===== config.mk =====
export PLATFORM = sky130hd
export DESIGN_NAME = csd_top
export DESIGN_NICKNAME = d
export VERILOG_FILES = /design/src/csd_pkg.sv /design/src/csd_top.sv
export VERILOG_INCLUDE_DIRS = /design/src
export SDC_FILE = /design/constraint.sdc
export NUM_CORES = 1
export LEC_CHECK = 0
export BUFFER_PORTS_ARGS = -buffer_cell sky130_fd_sc_hd__buf_2
export CORE_AREA = 2 2 69 88
export DETAILED_ROUTE_END_ITERATION = 8
export DIE_AREA = 0 0 71 90
export PLACE_DENSITY = 0.77
export SYNTH_ARGS = -nofsm -noshare
export SYNTH_HDL_FRONTEND = slang
export SYNTH_SLANG_ARGS = --single-unit

===== constraint.sdc =====
create_clock -name clk -period 6.45 [get_ports clk]
set_clock_uncertainty 0.15 [all_clocks]
set_input_delay 0.3225 -clock clk [delete_from_list [all_inputs] [get_ports clk]]
set_output_delay 0.3225 -clock clk [all_outputs]
set_load 0.01 [all_outputs]

===== src/csd_cfg.svh =====
// Behaviour
// - Non-zero supply select write starts activation
// - Card event or supply loss deactivates
// - Core fault clears flag and select
// - Ready mode waits good; else expiry deactivates
// - Supply good bit is read only
// - Chip power off bit drives power off
// - Supply not good at expiry: event, deactivate
// - Settle field counts 32768 Hz periods
// - Settle value zero disables timeout
// - Off delay field delays normal deactivation
// - Emergency deactivation skips off delay
// - Unfiltered presence while power down set
// - Filter needs 64 ms stable, clears immediately
// - Detect enable activates input, resets zero
// - Polarity selects pin level meaning present
// - Pull-up enable low, pull-down enable high
// - Presence read only; change is card event
// - Card event flag, cleared by status read
// - Settle expiry flag, cleared by status read
`ifndef CSD_CFG_SVH
`define CSD_CFG_SVH

// ----------------------------------------
// Register offsets
// ----------------------------------------
`define CSD_ADDR_INT_STATUS 16'hfe01
`define CSD_ADDR_SUPPLY_CTRL 16'hfe03
`define CSD_ADDR_SUPPLY_TMR 16'hfe04
`define CSD_ADDR_DETECT_CTRL 16'hfe05
`define CSD_ADDR_AUX_CTRL 16'hfe10

// ----------------------------------------
// Field positions
// ----------------------------------------
`define CSD_SEL_HI 7
`define CSD_SEL_LO 6
`define CSD_FAULT_BIT 5
`define CSD_READY_BIT 4
`define CSD_GOOD_BIT 3
`define CSD_PWROFF_BIT 0
`define CSD_OFFDLY_HI 7
`define CSD_OFFDLY_LO 4
`define CSD_SETTLE_HI 3
`define CSD_SETTLE_LO 0
`define CSD_FILT_BIT 7
`define CSD_DETEN_BIT 6
`define CSD_POL_BIT 3
`define CSD_PU_BIT 2
`define CSD_PD_BIT 1
`define CSD_PRESENT_BIT 0
`define CSD_EVFLAG_BIT 6
`define CSD_TOFLAG_BIT 5
`define CSD_PDBIT_BIT 0

// ----------------------------------------
// Reset values and counts
// ----------------------------------------
`define CSD_RST_OFFDLY 4'h0
`define CSD_RST_SETTLE 4'hf
`define CSD_ZERO2 2'h0
`define CSD_ZERO4 4'h0
`define CSD_ZERO7 7'h00
`define CSD_ZERO8 8'h00
`define CSD_ONE4 4'h1
`define CSD_ONE7 7'h01
`define CSD_DEBOUNCE_MS 64
`define CSD_TICK_PER_MS 1
`define CSD_DEBOUNCE_TICKS \
  (7'(`CSD_DEBOUNCE_MS * `CSD_TICK_PER_MS))

// Synchroniser lanes
`define CSD_S_T32 0
`define CSD_S_T1K 1
`define CSD_S_GOOD 2
`define CSD_S_FAULT 3
`define CSD_S_READY 4
`define CSD_S_DET 5

`endif


===== src/csd_pkg.sv =====
`default_nettype none
package csd_pkg;

  typedef enum logic [2:0] {
    CSD_IDLE = 3'b000,
    CSD_SETTLE = 3'b001,
    CSD_ACTIVE = 3'b010,
    CSD_OFF_DELAY = 3'b011,
    CSD_DEACT_RST = 3'b100,
    CSD_DEACT_CLK = 3'b101,
    CSD_DEACT_IO = 3'b110,
    CSD_SUPPLY_OFF = 3'b111
  } csd_state_type;

  typedef struct packed {
    csd_state_type state;
    logic [1:0] sel;
    logic [1:0] level;
    logic fault_arm;
    logic ready_mode;
    logic pwr_off;
    logic [3:0] off_dly;
    logic [3:0] settle_to;
    logic filt_en;
    logic det_en;
    logic det_pol;
    logic pu_n;
    logic pd_en;
    logic pd_bit;
    logic [3:0] cnt;
    logic present;
    logic [6:0] deb;
    logic ev_flag;
    logic to_flag;
    logic [5:0] s1;
    logic [5:0] s2;
    logic [5:0] s3;
    logic [7:0] rdata;
  } csd_regs_type;

endpackage
`default_nettype wire


===== src/csd_top.sv =====
`include "csd_cfg.svh"
`default_nettype none
module csd_top (
  input wire logic clk,
  input wire logic reset_n,
  input wire logic [15:0] reg_addr,
  input wire logic [7:0] reg_wdata,
  input wire logic reg_wr,
  input wire logic reg_rd,
  output logic [7:0] reg_rdata,
  input wire logic tick_32k,
  input wire logic tick_1k,
  input wire logic card_supply_good_in,
  input wire logic core_fault_in,
  input wire logic external_ready,
  input wire logic card_detect_pin,
  output logic [1:0] card_supply_level,
  output logic card_supply_on,
  output logic card_rst_n,
  output logic card_clk_enable,
  output logic card_io_enable,
  output logic chip_power_off,
  output logic pullup_enable_n,
  output logic pulldown_enable,
  output logic card_present
);

  csd_pkg::csd_regs_type r;
  csd_pkg::csd_regs_type next_r;

  logic t32;
  logic t1k;
  logic good;
  logic fault;
  logic rdy;
  logic raw;
  logic wr_ctrl;
  logic wr_tmr;
  logic wr_det;
  logic wr_aux;
  logic rd_int;
  logic card_event;
  logic fault_hit;
  logic emergency;
  logic settle_fail;
  logic expired;
  logic [7:0] rd_val;

  // ----------------------------------------
  // Input conditioning
  // ----------------------------------------
  // Edge detect only on the second stage, never the first
  assign t32 = r.s2[`CSD_S_T32] & ~r.s3[`CSD_S_T32];
  assign t1k = r.s2[`CSD_S_T1K] & ~r.s3[`CSD_S_T1K];
  assign good = r.s2[`CSD_S_GOOD];
  assign fault = r.s2[`CSD_S_FAULT];
  assign rdy = r.s2[`CSD_S_READY];
  // Presence level after polarity and enable
  assign raw = r.det_en &
      (r.det_pol ? r.s2[`CSD_S_DET] :
       ~r.s2[`CSD_S_DET]);

  // ----------------------------------------
  // Register decode
  // ----------------------------------------
  assign wr_ctrl = reg_wr & (reg_addr == `CSD_ADDR_SUPPLY_CTRL);
  assign wr_tmr = reg_wr & (reg_addr == `CSD_ADDR_SUPPLY_TMR);
  assign wr_det = reg_wr & (reg_addr == `CSD_ADDR_DETECT_CTRL);
  assign wr_aux = reg_wr & (reg_addr == `CSD_ADDR_AUX_CTRL);
  assign rd_int = reg_rd & (reg_addr == `CSD_ADDR_INT_STATUS);

  // ----------------------------------------
  // Sequencer conditions
  // ----------------------------------------
  assign fault_hit = r.fault_arm & fault;
  assign expired = (r.settle_to != `CSD_ZERO4) & t32 &
      (r.cnt == `CSD_ONE4);
  assign settle_fail = expired & ~good;

  always_comb begin
    rd_val = `CSD_ZERO8;
    case (reg_addr)
      `CSD_ADDR_INT_STATUS: begin
        rd_val[`CSD_EVFLAG_BIT] = r.ev_flag;
        rd_val[`CSD_TOFLAG_BIT] = r.to_flag;
      end
      `CSD_ADDR_SUPPLY_CTRL: begin
        rd_val[`CSD_SEL_HI:`CSD_SEL_LO] = r.sel;
        rd_val[`CSD_FAULT_BIT] = r.fault_arm;
        rd_val[`CSD_READY_BIT] = r.ready_mode;
        rd_val[`CSD_GOOD_BIT] = good;
        rd_val[`CSD_PWROFF_BIT] = r.pwr_off;
      end
      `CSD_ADDR_SUPPLY_TMR: begin
        rd_val[`CSD_OFFDLY_HI:`CSD_OFFDLY_LO] = r.off_dly;
        rd_val[`CSD_SETTLE_HI:`CSD_SETTLE_LO] = r.settle_to;
      end
      `CSD_ADDR_DETECT_CTRL: begin
        rd_val[`CSD_FILT_BIT] = r.filt_en;
        rd_val[`CSD_DETEN_BIT] = r.det_en;
        rd_val[`CSD_POL_BIT] = r.det_pol;
        rd_val[`CSD_PU_BIT] = r.pu_n;
        rd_val[`CSD_PD_BIT] = r.pd_en;
        rd_val[`CSD_PRESENT_BIT] = r.present;
      end
      `CSD_ADDR_AUX_CTRL: begin
        rd_val[`CSD_PDBIT_BIT] = r.pd_bit;
      end
      default: begin
        rd_val = `CSD_ZERO8;
      end
    endcase
  end

  // ----------------------------------------
  // Next state
  // ----------------------------------------
  always_comb begin
    next_r = r;
    next_r.s1 = {card_detect_pin, external_ready, core_fault_in,
                 card_supply_good_in, tick_1k, tick_32k};
    next_r.s2 = r.s1;
    next_r.s3 = r.s2;
    next_r.rdata = reg_rd ? rd_val : `CSD_ZERO8;

    // Software writes
    if (wr_ctrl) begin
      // Both select bits land in one write
      next_r.sel = reg_wdata[`CSD_SEL_HI:`CSD_SEL_LO];
      next_r.fault_arm = reg_wdata[`CSD_FAULT_BIT];
      next_r.ready_mode = reg_wdata[`CSD_READY_BIT];
      next_r.pwr_off = reg_wdata[`CSD_PWROFF_BIT];
    end
    if (wr_tmr) begin
      next_r.off_dly = reg_wdata[`CSD_OFFDLY_HI:`CSD_OFFDLY_LO];
      next_r.settle_to = reg_wdata[`CSD_SETTLE_HI:`CSD_SETTLE_LO];
    end
    if (wr_det) begin
      next_r.filt_en = reg_wdata[`CSD_FILT_BIT];
      next_r.det_en = reg_wdata[`CSD_DETEN_BIT];
      next_r.det_pol = reg_wdata[`CSD_POL_BIT];
      next_r.pu_n = reg_wdata[`CSD_PU_BIT];
      next_r.pd_en = reg_wdata[`CSD_PD_BIT];
    end
    if (wr_aux) begin
      next_r.pd_bit = reg_wdata[`CSD_PDBIT_BIT];
    end

    // Card presence filter
    if (!raw) begin
      next_r.present = 1'b0;
      next_r.deb = `CSD_ZERO7;
    end else if (!r.filt_en || r.pd_bit) begin
      // No tick is trusted in power down, so no filter
      next_r.present = 1'b1;
      next_r.deb = `CSD_ZERO7;
    end else if (r.deb == `CSD_DEBOUNCE_TICKS) begin
      next_r.present = 1'b1;
    end else if (t1k) begin
      next_r.deb = r.deb + `CSD_ONE7;
    end

    // Presence change is judged only after the filter has decided
    card_event = next_r.present != r.present;
    emergency = card_event | ~good;

    // Core supply fault beats a software write of select or fault arm
    if (fault_hit) begin
      next_r.fault_arm = 1'b0;
      next_r.sel = `CSD_ZERO2;
    end

    // Power sequencer
    case (r.state)
      csd_pkg::CSD_IDLE: begin
        if (wr_ctrl && !fault_hit &&
            reg_wdata[`CSD_SEL_HI:`CSD_SEL_LO] != `CSD_ZERO2) begin
          next_r.state = csd_pkg::CSD_SETTLE;
          next_r.level = reg_wdata[`CSD_SEL_HI:`CSD_SEL_LO];
          next_r.cnt = r.settle_to;
        end
      end
      csd_pkg::CSD_SETTLE: begin
        if (fault_hit || card_event ||
            next_r.sel == `CSD_ZERO2) begin
          next_r.sel = `CSD_ZERO2;
          // Lines never ran here; the early steps would pulse them on
          next_r.state = csd_pkg::CSD_DEACT_IO;
        end else if (r.ready_mode && good &&
                     (r.settle_to != `CSD_ZERO4 || rdy)) begin
          next_r.state = csd_pkg::CSD_ACTIVE;
        end else if (expired) begin
          // Expiry in either mode ends the attempt
          next_r.sel = `CSD_ZERO2;
          next_r.state = csd_pkg::CSD_DEACT_IO;
        end else if (t32 && r.cnt != `CSD_ZERO4) begin
          next_r.cnt = r.cnt - `CSD_ONE4;
        end
      end
      csd_pkg::CSD_ACTIVE: begin
        if (fault_hit || emergency) begin
          // Hardware clears select; firmware must rewrite it
          next_r.sel = `CSD_ZERO2;
          next_r.state = csd_pkg::CSD_DEACT_RST;
        end else if (next_r.sel == `CSD_ZERO2) begin
          next_r.cnt = r.off_dly;
          next_r.state = (r.off_dly == `CSD_ZERO4) ?
              csd_pkg::CSD_DEACT_RST :
              csd_pkg::CSD_OFF_DELAY;
        end
      end
      csd_pkg::CSD_OFF_DELAY: begin
        if (fault_hit || emergency) begin
          next_r.state = csd_pkg::CSD_DEACT_RST;
        end else if (t32) begin
          next_r.cnt = r.cnt - `CSD_ONE4;
          if (r.cnt == `CSD_ONE4) begin
            next_r.state = csd_pkg::CSD_DEACT_RST;
          end
        end
      end
      csd_pkg::CSD_DEACT_RST: begin
        next_r.state = csd_pkg::CSD_DEACT_CLK;
      end
      csd_pkg::CSD_DEACT_CLK: begin
        next_r.state = csd_pkg::CSD_DEACT_IO;
      end
      csd_pkg::CSD_DEACT_IO: begin
        // Level drops together with the supply switch
        next_r.level = `CSD_ZERO2;
        next_r.state = csd_pkg::CSD_SUPPLY_OFF;
      end
      csd_pkg::CSD_SUPPLY_OFF: begin
        next_r.state = csd_pkg::CSD_IDLE;
      end
      default: begin
        next_r.state = csd_pkg::CSD_IDLE;
      end
    endcase

    // Flags: a set in the read cycle survives the clear
    if (rd_int) begin
      next_r.ev_flag = 1'b0;
      next_r.to_flag = 1'b0;
    end
    if (card_event || (r.state == csd_pkg::CSD_SETTLE &&
        settle_fail)) begin
      next_r.ev_flag = 1'b1;
    end
    if (r.state == csd_pkg::CSD_SETTLE && expired) begin
      next_r.to_flag = 1'b1;
    end
  end

  // ----------------------------------------
  // State register
  // ----------------------------------------
  always_ff @(posedge clk or negedge reset_n) begin
    if (!reset_n) begin
      r <= '0;
      r.state <= csd_pkg::CSD_IDLE;
      r.off_dly <= `CSD_RST_OFFDLY;
      r.settle_to <= `CSD_RST_SETTLE;
      r.det_en <= 1'b0;
    end else begin
      r <= next_r;
    end
  end

  // ----------------------------------------
  // Outputs
  // ----------------------------------------
  assign reg_rdata = r.rdata;
  assign card_supply_level = r.level;
  // Supply stays up until the I/O step is over
  assign card_supply_on = (r.state != csd_pkg::CSD_IDLE) &&
      (r.state != csd_pkg::CSD_SUPPLY_OFF);
  assign card_rst_n = (r.state == csd_pkg::CSD_ACTIVE) ||
      (r.state == csd_pkg::CSD_OFF_DELAY);
  assign card_clk_enable = card_rst_n ||
      (r.state == csd_pkg::CSD_DEACT_RST);
  assign card_io_enable = card_clk_enable ||
      (r.state == csd_pkg::CSD_DEACT_CLK);
  assign chip_power_off = r.pwr_off;
  assign pullup_enable_n = r.pu_n;
  assign pulldown_enable = r.pd_en;
  assign card_present = r.present;

endmodule
`default_nettype wire


==> After elaboration in Yosys (flattened, before gate mapping) <==
Cells that the tools add are included.
{ "op_classes": {"addsub": 2, "eq_ne": 31, "mux": 47, "bitwise_logic": 17, "reduce_logical": 35} }
{ "ops": {"columns": ["operator", "n"], "rows": [
  ["equality test 16 bit, second input constant", 5],
  ["two-way mux 4 bit", 9],
  ["two-way mux 3 bit", 9],
  ["two-way mux 8 bit", 3],
  ["case mux 3 bit (8 select lines)", 1],
  ["!= test 2 bit, second input constant", 9],
  ["case mux 4 bit (4 select lines)", 1],
  ["!= test 3 bit, second input constant", 5],
  ["two-way mux 7 bit", 2],
  ["AND 1 bit", 12],
  ["equality test 3 bit, second input constant", 4],
  ["two-way mux 2 bit", 6],
  ["case mux 2 bit (2 select lines)", 3],
  ["nonzero test 4 bit", 3],
  ["two-way mux 5 bit", 2],
  ["AND reduction 10 bit", 1],
  ["nonzero test 2 bit", 5],
  ["logical OR 1 bit", 9],
  ["case mux 1 bit (3 select lines)", 3],
  ["logical AND 1 bit", 8],
  ["case mux 1 bit (4 select lines)", 2],
  ["adder 7 x 1 -> 7 bit, second input constant", 1],
  ["equality test 7 bit, second input constant", 1],
  ["equality test 3 x 2 -> 1 bit, second input constant", 2],
  ["other kinds (17)", 26]
]} }
{ "word_totals": {"ff_bits": 60, "inputBits": 34, "out_inout_bits": 18, "wordCells": 155} }

==> Depth between registers and ports, before layout <==
Gate-level depths: netlist of run 1.
{ "depth": {"ltp_word": 11, "ltp_mapped": 9, "ltp_nobuf": 9} }

==> Worst setup path before layout of run 1 <==
No wires, ideal clock.
{ "synth_timing": {"path_type": "register to register", "start": "reg r[28] (netlist bit)", "end": "reg r[38] (netlist bit)", "setup_time_ns": 0.133, "arrival_ns": 1.760, "slack_ns": 4.408, "path_stages_with_launch": 9, "path_buffers": 0, "path_cell_list": "dfrtp_1 inv_1 ha_1 a41oi_1 nor3_1 nor4b_2 o211ai_4 o21ai_1 o21ai_0"} }
{ "synth_between": {"elab_chain_cells": 9, "word_cells_on_any_way": 13, "classes_between": "eq/ne: 5; mux: 3; bitwise: 1; reduce/logical: 4"} }
{ "synth_lines": {"columns": ["element", "line_no", "source"], "rows": [
  ["start, declared", "csd_top.sv:28", "csd_pkg::csd_regs_type r;"],
  ["start signal, assigned", "csd_top.sv:266", "r <= next_r;"],
  ["equality test 7 bit (no line) *", null, null],
  ["two-way mux 1 bit *", "csd_top.sv:157", "end else if (r.deb == `CSD_DEBOUNCE_TICKS) begin"],
  ["two-way mux 8 bit *", "csd_top.sv:153", "end else if (!r.filt_en || r.pd_bit) begin"],
  ["two-way mux 8 bit *", "csd_top.sv:150", "if (!raw) begin"],
  ["!= test 1 bit *", "csd_top.sv:164", "card_event = next_r.present != r.present;"],
  ["OR 1 bit / logical OR 1 bit (equally long branches)", "csd_top.sv:165, csd_top.sv:184", null],
  ["logical OR 1 bit (on tied branches)", null, null],
  ["!= test 2 bit (no line)", null, null],
  ["AND reduction 10 bit (no line) *", null, null]
]} }
Mark *: on every way between the ends. The rest lies on a longest branch, timed or not.
A chain may end at the register's enable or synchronous reset.

==> Final worst setup path of run 1 <==
Same ends and word-level chain as after synthesis.

==> impl_metrics.tcl, run 1 <==
set metrics [dict create \
    failed_checks "hold timing" \
    fin_crit_ns 2.31 \
    die_w_um 71 \
    cp.arrival_ns 2.37 \
    status "finished, violations left" \
    vias 2411 \
    coreArea_um2 5620 \
    cts.sinks 60 \
    cp_max_fo 8 \
    stdcell_count 412 \
    post-place-cells 390 \
    synth_area_um2 3050 \
    grt_usage 0.227 \
    tns_ns 0 \
    ys_ff_latch 60 \
    place_ws_ns 3.93 \
    p_per_area_nw_per_um2 288 \
    routed_via_density 5.85 \
    netlist_instances 289 \
    crit_path_start_kind "flop" \
    die_h_um 90 \
    peakVddDrop_v 0.000137 \
    max_stage_delay_ns 0.41 \
    overflow 0 \
    slowest_stage "dfrtp_1" \
    finalWorstSetupSlack_ns 4.14 \
    layout-drive-gt1-share 0.289 \
    synth_fp_nets 327 \
    grt_pass1_wl_mm 11.4 \
    synth_edf_count 0 \
    drc 0 \
    clk_latency_ns 0.34 \
    ys_warn_count 0 \
    end_kind "flop" \
    clkSlewWorstSetupHoldPaths_ns 0.07 \
    synth_seq_area_share 0.494 \
    synth_cell_types 59 \
    fin_crit_sh 0.358 \
    mostFrequentLayoutCells "dfrtp_1, buf_2, nor2_1" \
    p_total_mw 1.02 \
    n_antenna_cell 0 \
    required_ns 6.52 \
    antenna_found_initial 0 \
    cts_max_level 3 \
    final_core_util 0.632 \
    drv_cap 0 \
    layout_commonest_cell "dfrtp_1" \
    detail_route.iter0.violations 318 \
    placed_area_um2 3280 \
    hold_violations 20 \
    slew_headroom 0.501 \
    path_class "reg -> reg" \
    gp_congestion 0.948 \
    first_pass_iters 4 \
    fin_nets 379 \
    hpwl_mm 4.89 \
    post_drt_wl_per_cell_um 16.4 \
    hold_class "in -> async" \
    holdWs_ns -0.0241 \
    static-leakage-power_nw 1.65 \
    portBuffers 51 \
    fmax_ghz 0.434 \
    cts-root-buf "clkbuf_8" \
    fillCellCount 460 \
    slew_violations 0 \
    cts_made_buffers 9 \
    worst_pin_slew_ns 0.748 \
    synthArstFlopShare 1.00 \
    synth_area_per_cell_um2 10.6 \
    final_cell_area_um2 3560 \
    crit_path_cell_trace "inv_1 -> ha_1 -> a41oi_1 -> o211ai_1 -> a211oi_2 -> o211ai_4 -> o21ai_1 -> o21ai_0" \
    setup_viol_count_final 0 \
    grt_setup_unrepaired "no" \
    io_pins 52 \
    syn2layout_area_growth_pct 16.7 \
    rows 31 \
    synth_ff_type "dfrtp_1" \
    dieArea_um2 6390 \
    cts_tree "done" \
    final_antenna_net_count 0 \
    initial_core_util 0.542 \
    grt_pass1_vias 2392 \
    grt_max_degree 61 \
    clockBufferDepth 2 \
    wl_mm 6.75 \
]
[timing repair]
item,CTS,global route
setup buffers,0,0
gates resized for setup,0,0
hold endpoints to repair,6,0
hold buffers,6,0
[registers in the layout, indices dropped and copies added (netlist names)]
| register | cells |
|---|---|
| next_r | 10 |
| chip_power_off | 1 |
| r | 34 |
| pullup_enable_n | 1 |
| good | 1 |
| pulldown_enable | 1 |
| fault | 1 |
| reg_rdata | 8 |
| card_present | 1 |
| card_supply_level | 2 |
[kinds of logic (layout without fill, tap and decap cells)]
kind of cell | count (synthesis) | count (layout) | synth area share
buffers and inverters | 28 | 85 | 0.0496
DFF | 60 | 60 | 0.494
adders and majority gates | 4 | 4 | 0.0164
and+or+nand+nor | 104 | 104 | 0.189
AOI/OAI and AO/OA | 64 | 64 | 0.146
xor gates and xnor gates | 8 | 8 | 0.0230
muxes | 21 | 21 | 0.0812
[Yosys cell counts, drive strengths merged, types with 7 or more instances]
cell type / number / area (um2)
inv: 11 / 41.3
a21oi: 11 / 55.1
a22oi: 8 / 60.1
xor2: 7 / 61.3
mux2: 18 / 218
o21ai: 15 / 75.1
nor3: 7 / 35.0
dfrtp: 56 / 1400
nor2: 31 / 126
buf: 12 / 91.3
nand2: 24 / 100
[power breakdown]
part	switching (mW)	internal, mW	total (mW)
Sequential	0.0490	0.400	0.449
Clock	0.141	0.210	0.351
Combinational	0.125	0.0995	0.225
Total	0.315	0.709	1.02
[worst max-delay path, delay by kind of cell (launching register included)]
family | cells | cell delay [ns]
compound gates | 6 | 1.35
fa+ha+maj | 1 | 0.21
flops | 1 | 0.41
buf+inv | 1 | 0.06
[routing by layer]
metal / vias up / GRT usage / routed length, um
met5: - / 0 / 0
met2: 108 / 0.354 / 3290
met4: 0 / 0.113 / 257
met1: 1136 / 0.285 / 2690
li1: 1141 / - / -
met3: 26 / 0.0684 / 511
[path summary, 6_finish.rpt]
kind	startpoint	to	slack [ns]	cells after the start
max	r[28]$_DFFE_PN0P_	r[38]$_DFFE_PN0P_	4.14	8
min in group clk	reg_wdata[1]	pulldown_enable$_DFFE_PN0P_	0.09	2
min reg2reg	next_r[17]$_DFF_PN0_	fault$_DFF_PN0_	0.20	0
max in group asynchronous	reset_n	r[59]$_DFF_PN0_	5.67	2
min	reset_n	r[39]$_DFFE_PN0P_	-0.02	2
max reg2reg	r[28]$_DFFE_PN0P_	r[38]$_DFFE_PN0P_	4.14	8
[area by class of cell]
type                       count  area (um2)  share of cell area
sequential                    60        1510               0.423
inverter                      11        41.3              0.0116
clock buffer                  13         169              0.0475
clock inverter                 3        43.8              0.0123
multi-input combinational    201        1390               0.391
timing repair buffer          58         323              0.0907
tap                           66        82.6              0.0232
Power figures use the tool's default switching activity.
==> run 2, diff against run 1 <==
--- a/config.mk
+++ b/config.mk
@@ -6,11 +6,12 @@
 export SDC_FILE = /design/constraint.sdc
 export NUM_CORES = 1
 export LEC_CHECK = 0
+export ABC_AREA = 1
 export BUFFER_PORTS_ARGS = -buffer_cell sky130_fd_sc_hd__buf_2
-export CORE_AREA = 2 2 69 88
+export CORE_AREA = 2 2 74 94
 export DETAILED_ROUTE_END_ITERATION = 8
-export DIE_AREA = 0 0 71 90
-export PLACE_DENSITY = 0.77
+export DIE_AREA = 0 0 76 96
+export PLACE_DENSITY = 0.73
 export SYNTH_ARGS = -nofsm -noshare
 export SYNTH_HDL_FRONTEND = slang
 export SYNTH_SLANG_ARGS = --single-unit
==> constraint.sdc (replaced) <==
create_clock -name clk -period 2 [get_ports clk]
set_clock_uncertainty 0.15 [all_clocks]
set_input_delay 0.1 -clock clk [delete_from_list [all_inputs] [get_ports clk]]
set_output_delay 0.1 -clock clk [all_outputs]
set_load 0.01 [all_outputs]
==> run 2 against run 1 <==
Effect of this change:
- the run now ends clean
- combinational power grew to 4.8 times the previous value
- critical path depth is 7 higher
- maximum frequency is 18% higher
- cell count is 35% higher
- routed wire length is 10% higher
- clock-buffer cell count is 3 lower
- sequential share of layout area is 4.5 points lower
- global-route usage is 0.62 points lower
- utilization is 1.1 points lower
- register-to-register slack worse by 4.1 ns
- largest cell class unchanged
- highest routed layer unchanged
==> impl_metrics.tcl, run 2 <==
set metrics [dict create \
    status "completed" \
    syn2layout_area_growth_pct 25.0 \
    ys_top_cells_by_count "nand2_1, inv_1, dfrtp_1" \
    cp_max_fo 5 \
    grt_max_degree 20 \
    detail_route.iter0.violations 185 \
    cp.arrival_ns 2.02 \
    vias 2848 \
    peakVddDrop_v 0.000550 \
    synth_seq_area_share 0.473 \
    grt_pass1_wl_mm 12.8 \
    final_antenna_net_count 0 \
    first_pass_iters 4 \
    final_core_util 0.622 \
    synth_edf_count 0 \
    cp-endpoint "r[37]$_DFFE_PN0P_" \
    fillCellCount 562 \
    clk_latency_ns 0.33 \
    synth_fp_nets 423 \
    post-place-cells 518 \
    synth_cell_types 42 \
    rrSetupSlack_ns 0.05 \
    synth_ff_type "dfrtp_1" \
    mostFrequentLayoutCells "nand2_1, dfrtp_1, inv_1" \
    layout_commonest_cell "nand2_1" \
    placed_area_um2 3510 \
    setup_viol_count_final 0 \
    fin_crit_ns 1.95 \
    clockBufferDepth 2 \
    clkSlewWorstSetupHoldPaths_ns 0.07 \
    synth_area_per_cell_um2 8.26 \
    stdcell_count 557 \
    required_ns 2.07 \
    slew_violations 0 \
    fin_crit_sh 0.977 \
    fmax_ghz 0.512 \
    grt_usage 0.221 \
    ys_warn_count 0 \
    n_antenna_cell 0 \
    end_kind "flop" \
    cts-root-buf "clkbuf_8" \
    cts.sinks 60 \
    initial_core_util 0.497 \
    hold_class "in -> reg" \
    overflow 0 \
    netlist_instances 385 \
    crit_path_start_kind "flop" \
    layout-drive-gt1-share 0.272 \
    drc 0 \
    slew_headroom 0.713 \
    rows 33 \
    die_h_um 96 \
    max_flop_register "r" \
    ys_top_cells_by_area "dfrtp_1, nand2_1, inv_1" \
    yosysMostFrequentCell "nand2_1" \
    gp_congestion 0.891 \
    portBuffers 51 \
    die_w_um 76 \
    static-leakage-power_nw 1.96 \
    wl_mm 7.43 \
    routed_via_density 5.11 \
    grt_setup_unrepaired "yes" \
    hpwl_mm 5.51 \
    path_class "reg -> reg" \
    synth_top_area_frac 0.440 \
    reg2reg_depth 15 \
    antenna_found_initial 0 \
    largest_register_ffs 34 \
    timing.rr.start "r[29]$_DFFE_PN0P_" \
    grt_pass1_vias 2831 \
    io_pins 52 \
    crit_start "r[29]$_DFFE_PN0P_" \
    multi_input_area_um2 1400 \
    final_cell_area_um2 3980 \
    ys_ff_latch 60 \
    post_drt_wl_per_cell_um 13.3 \
    drv_cap 0 \
    hold_violations 0 \
    dieArea_um2 7300 \
    synth_top_cell_by_area "dfrtp_1" \
    r2r_end "r[37]$_DFFE_PN0P_" \
    synthArstFlopShare 1.00 \
    synth_area_um2 3180 \
    holdWs_ns 0.0445 \
    p_per_area_nw_per_um2 881 \
    worst_pin_slew_ns 0.427 \
    cts_made_buffers 9 \
    coreArea_um2 6400 \
    fin_nets 503 \
    register_area_um2 1510 \
    cts_tree "done" \
    cts_max_level 3 \
]
run 2: cell count changes after synthesis, sizes merged, moves of 8 or more:
| cell | change |
|---|---|
| nor2 | +9 |
| mux2 | -18 |
| nand3 | +19 |
| o21ai | +8 |
| inv | +53 |
| nand2 | +78 |
run 2: where the power goes:
group | internal [mW] | switching (mW)
clock network | 0.575 | 0.469
registers | 1.29 | 0.0803
logic | 0.425 | 0.665
run 2: what timing repair did:
item                                    in CTS  in global routing
endpoints found under the hold margin       85                  0
gates cloned                                 0                  0
setup buffers                                2                  4
hold buffers                                17                  0
gates resized for setup                      2                 14
endpoints found under the setup margin       5                 12
pin swaps                                    1                  8
run 2: cell type report:
class / instances / share of cell area
Inverter: 65 / 0.0619
Timing Repair Buffer: 81 / 0.131
Sequential cell: 60 / 0.379
Clock inverter: 6 / 0.0164
Tap cell: 87 / 0.0274
Multi-Input combinational cell: 248 / 0.352
Clock buffer: 10 / 0.0321
run 2: how the worst min path moves through the flow:
stage                           start                endpoint  slack (ns)  cells past startpoint
final                     reg_addr[4]       r[40]$_DFFE_PN0P_        0.04                      5
after global routing      reg_addr[4]       r[40]$_DFFE_PN0P_        0.08                      5
after CTS                 reg_addr[4]       r[40]$_DFFE_PN0P_        0.03                      5
after detailed placement      reset_n    next_r[18]$_DFF_PN0_       -0.10                      1
after global placement        reset_n    next_r[18]$_DFF_PN0_       -0.11                      1
after floorplan               reset_n  card_present$_DFF_PN0_       -0.35                      0
run 2: critical path, stage by stage (launching register included):
cell,delay [ns]
dfrtp_1,0.38
inv_2,0.07
ha_4,0.15
nand2_1,0.07
nand3b_1,0.14
nand2_1,0.09
nand3_2,0.11
nand3_4,0.09
nor2_4,0.13
inv_2,0.06
nand2_2,0.07
inv_4,0.05
nor2_8,0.11
nand2_4,0.07
nand2_1,0.06
nand2_1,0.05
run 2: cell families (layout without fill, tap and decap cells):
group | Yosys count | after routing | share of synthesized area
simple gates | 186 | 186 | 0.292
buf+inv | 77 | 162 | 0.104
flops | 60 | 60 | 0.473
compound gates | 56 | 56 | 0.109
fa+ha+maj | 4 | 4 | 0.0157
xor+xnor | 2 | 2 | 0.00551
run 2: per-layer routing:
layer  GRT usage  share of wire
met1       0.261           0.41
met2       0.391           0.51
met3      0.0572          0.046
met4      0.0848          0.030
met5           0              0
run 2: metrics by stage:
stage               setup slack [ns]  total power, mW  setup TNS (ns)
floorplan                      0.164             2.11               0
global placement              0.0825             2.39               0
detailed placement           -0.0411             2.41          -0.122
CTS                           0.0213             3.49               0
global route                  -0.114             3.74          -0.856
finish                        0.0464             3.51               0
==> run 3, diff against run 2 <==
--- a/config.mk
+++ b/config.mk
@@ -6,11 +6,10 @@
 export SDC_FILE = /design/constraint.sdc
 export NUM_CORES = 1
 export LEC_CHECK = 0
-export ABC_AREA = 1
 export BUFFER_PORTS_ARGS = -buffer_cell sky130_fd_sc_hd__buf_2
-export CORE_AREA = 2 2 74 94
+export CORE_AREA = 2 2 73 93
 export DETAILED_ROUTE_END_ITERATION = 8
-export DIE_AREA = 0 0 76 96
+export DIE_AREA = 0 0 75 95
 export PLACE_DENSITY = 0.73
 export SYNTH_ARGS = -nofsm -noshare
 export SYNTH_HDL_FRONTEND = slang
==> run 3 against run 2 <==
Effect of this change:
- the flow now finishes with violations (setup timing)
- via count down 5.2%
- maximum frequency is 7.6% lower
- routed wire length is 9.1% higher
- cell area increased by 3.8%
- largest power group unchanged
==> impl_metrics.tcl, run 3 (same netlist as run 1, synthesis figures left out) <==
set metrics [dict create \
    final_cell_area_um2 4130 \
    hold_class "in -> reg" \
    grt_setup_unrepaired "yes" \
    rrSetupSlack_ns -0.11 \
    cts-root-buf "clkbuf_8" \
    die_h_um 95 \
    grt_max_degree 32 \
    fmax_ghz 0.473 \
    wl_mm 8.11 \
    largest_register_ffs 34 \
    slew_violations 0 \
    detail_route.iter0.violations 193 \
    hold_violations 0 \
    overflow 0 \
    path_class "reg -> reg" \
    mostFrequentLayoutCells "dfrtp_1, buf_2, buf_4" \
    grt_usage 0.246 \
    routed_via_density 5.51 \
    failed_checks "setup timing" \
    r2r_end "r[61]$_DFFE_PN0P_" \
    placed_area_um2 3680 \
    fin_crit_ns 2.11 \
    status "finished, violations left" \
    hpwl_mm 5.98 \
    portBuffers 51 \
    p_per_area_nw_per_um2 841 \
    die_w_um 75 \
    layout_commonest_cell "dfrtp_1" \
    io_pins 52 \
    fin_crit_sh 1.06 \
    peakVddDrop_v 0.000643 \
    crit_start "r[43]$_DFFE_PN0P_" \
    place_ws_ns -0.216 \
    final_core_util 0.654 \
    crit_path_start_kind "flop" \
    drv_cap 0 \
    slew_headroom 0.675 \
    p_total_mw 3.47 \
    initial_core_util 0.483 \
    antenna_found_initial 0 \
    cts.sinks 60 \
    required_ns 2.08 \
    grt_pass1_vias 2711 \
    syn2layout_area_growth_pct 35.5 \
    max_flop_register "r" \
    grt_pass1_wl_mm 12.8 \
    cp_max_fo 5 \
    layout-drive-gt1-share 0.400 \
    post_drt_wl_per_cell_um 16.5 \
    drc 0 \
    first_pass_iters 4 \
    reg2reg_depth 7 \
    rows 33 \
    setup_viol_count_final 9 \
    cp-endpoint "r[61]$_DFFE_PN0P_" \
    clk_latency_ns 0.35 \
    cp.arrival_ns 2.19 \
    cts_tree "done" \
    timing.rr.start "r[43]$_DFFE_PN0P_" \
    vias 2700 \
    gp_congestion 0.874 \
    cts_max_level 3 \
    coreArea_um2 6320 \
    worst_pin_slew_ns 0.481 \
    cts_setup_buffers 0 \
    cts_made_buffers 9 \
    clockBufferDepth 2 \
    final_antenna_net_count 0 \
    dieArea_um2 7130 \
    clkSlewWorstSetupHoldPaths_ns 0.07 \
    finalWorstSetupSlack_ns -0.114 \
    end_kind "flop" \
    fin_nets 436 \
    n_antenna_cell 0 \
    static-leakage-power_nw 1.92 \
]
-- run 3: per-stage QoR --
stage | TNS (ns) | hold WS, ns | std cells
after floorplan | 0 | -0.346 | 289
after global placement | -0.311 | -0.0733 | 458
after detailed placement | -1.18 | -0.0747 | 458
after CTS | -0.186 | 0.0672 | 490
after global routing | -1.22 | 0.0989 | 490
final | -0.529 | 0.0761 | 490
-- run 3: final cells by class --
type | count | area (um2)
clock buffer | 12 | 135
sequential | 60 | 1510
tap | 87 | 109
multi-input combinational | 201 | 1500
clock inverter | 4 | 51.3
inverter | 11 | 41.3
fill | 500 | 2190
timing repair buffer | 115 | 788
-- run 3: how the worst min path moves through the flow --
stage                     cells after the start   startpoint                endpoint
after floorplan                               0      reset_n  card_present$_DFF_PN0_
after global placement                        1      reset_n       r[33]$_DFFE_PN0P_
after detailed placement                      1      reset_n       r[33]$_DFFE_PN0P_
after CTS                                     5  reg_addr[4]  reg_rdata[7]$_DFF_PN0_
after global routing                          3       reg_wr       r[45]$_DFFE_PN0P_
final                                         5  reg_addr[4]  reg_rdata[7]$_DFF_PN0_
-- run 3: where the power goes --
group | internal (mW) | switching, mW | total (mW)
combinational | 0.477 | 0.551 | 1.03
clock | 0.577 | 0.479 | 1.06
sequential | 1.29 | 0.0982 | 1.39
-- run 3: routing by layer --
layer  vias to the layer above  wire length, um  global-route usage
li1                       1250                -                   -
met1                      1325             3130               0.278
met2                        99             4220               0.415
met3                        26              449              0.0630
met4                         0              313               0.131
met5                         -                0                   0
-- run 3: critical path, stage by stage, from the launching register on --
cell,delay [ns]
dfrtp_1,0.41
xor2_2,0.22
or3_4,0.41
o211a_4,0.26
and4_4,0.19
o21ai_4,0.07
o31ai_4,0.10
o21a_1,0.18
-- run 3: timing repair --
action,4_1_cts,5_1_grt
pin swaps,4,7
endpoints found under the setup margin,9,11
resized for setup,14,6
endpoints found under the hold margin,89,0
hold buffers,16,0
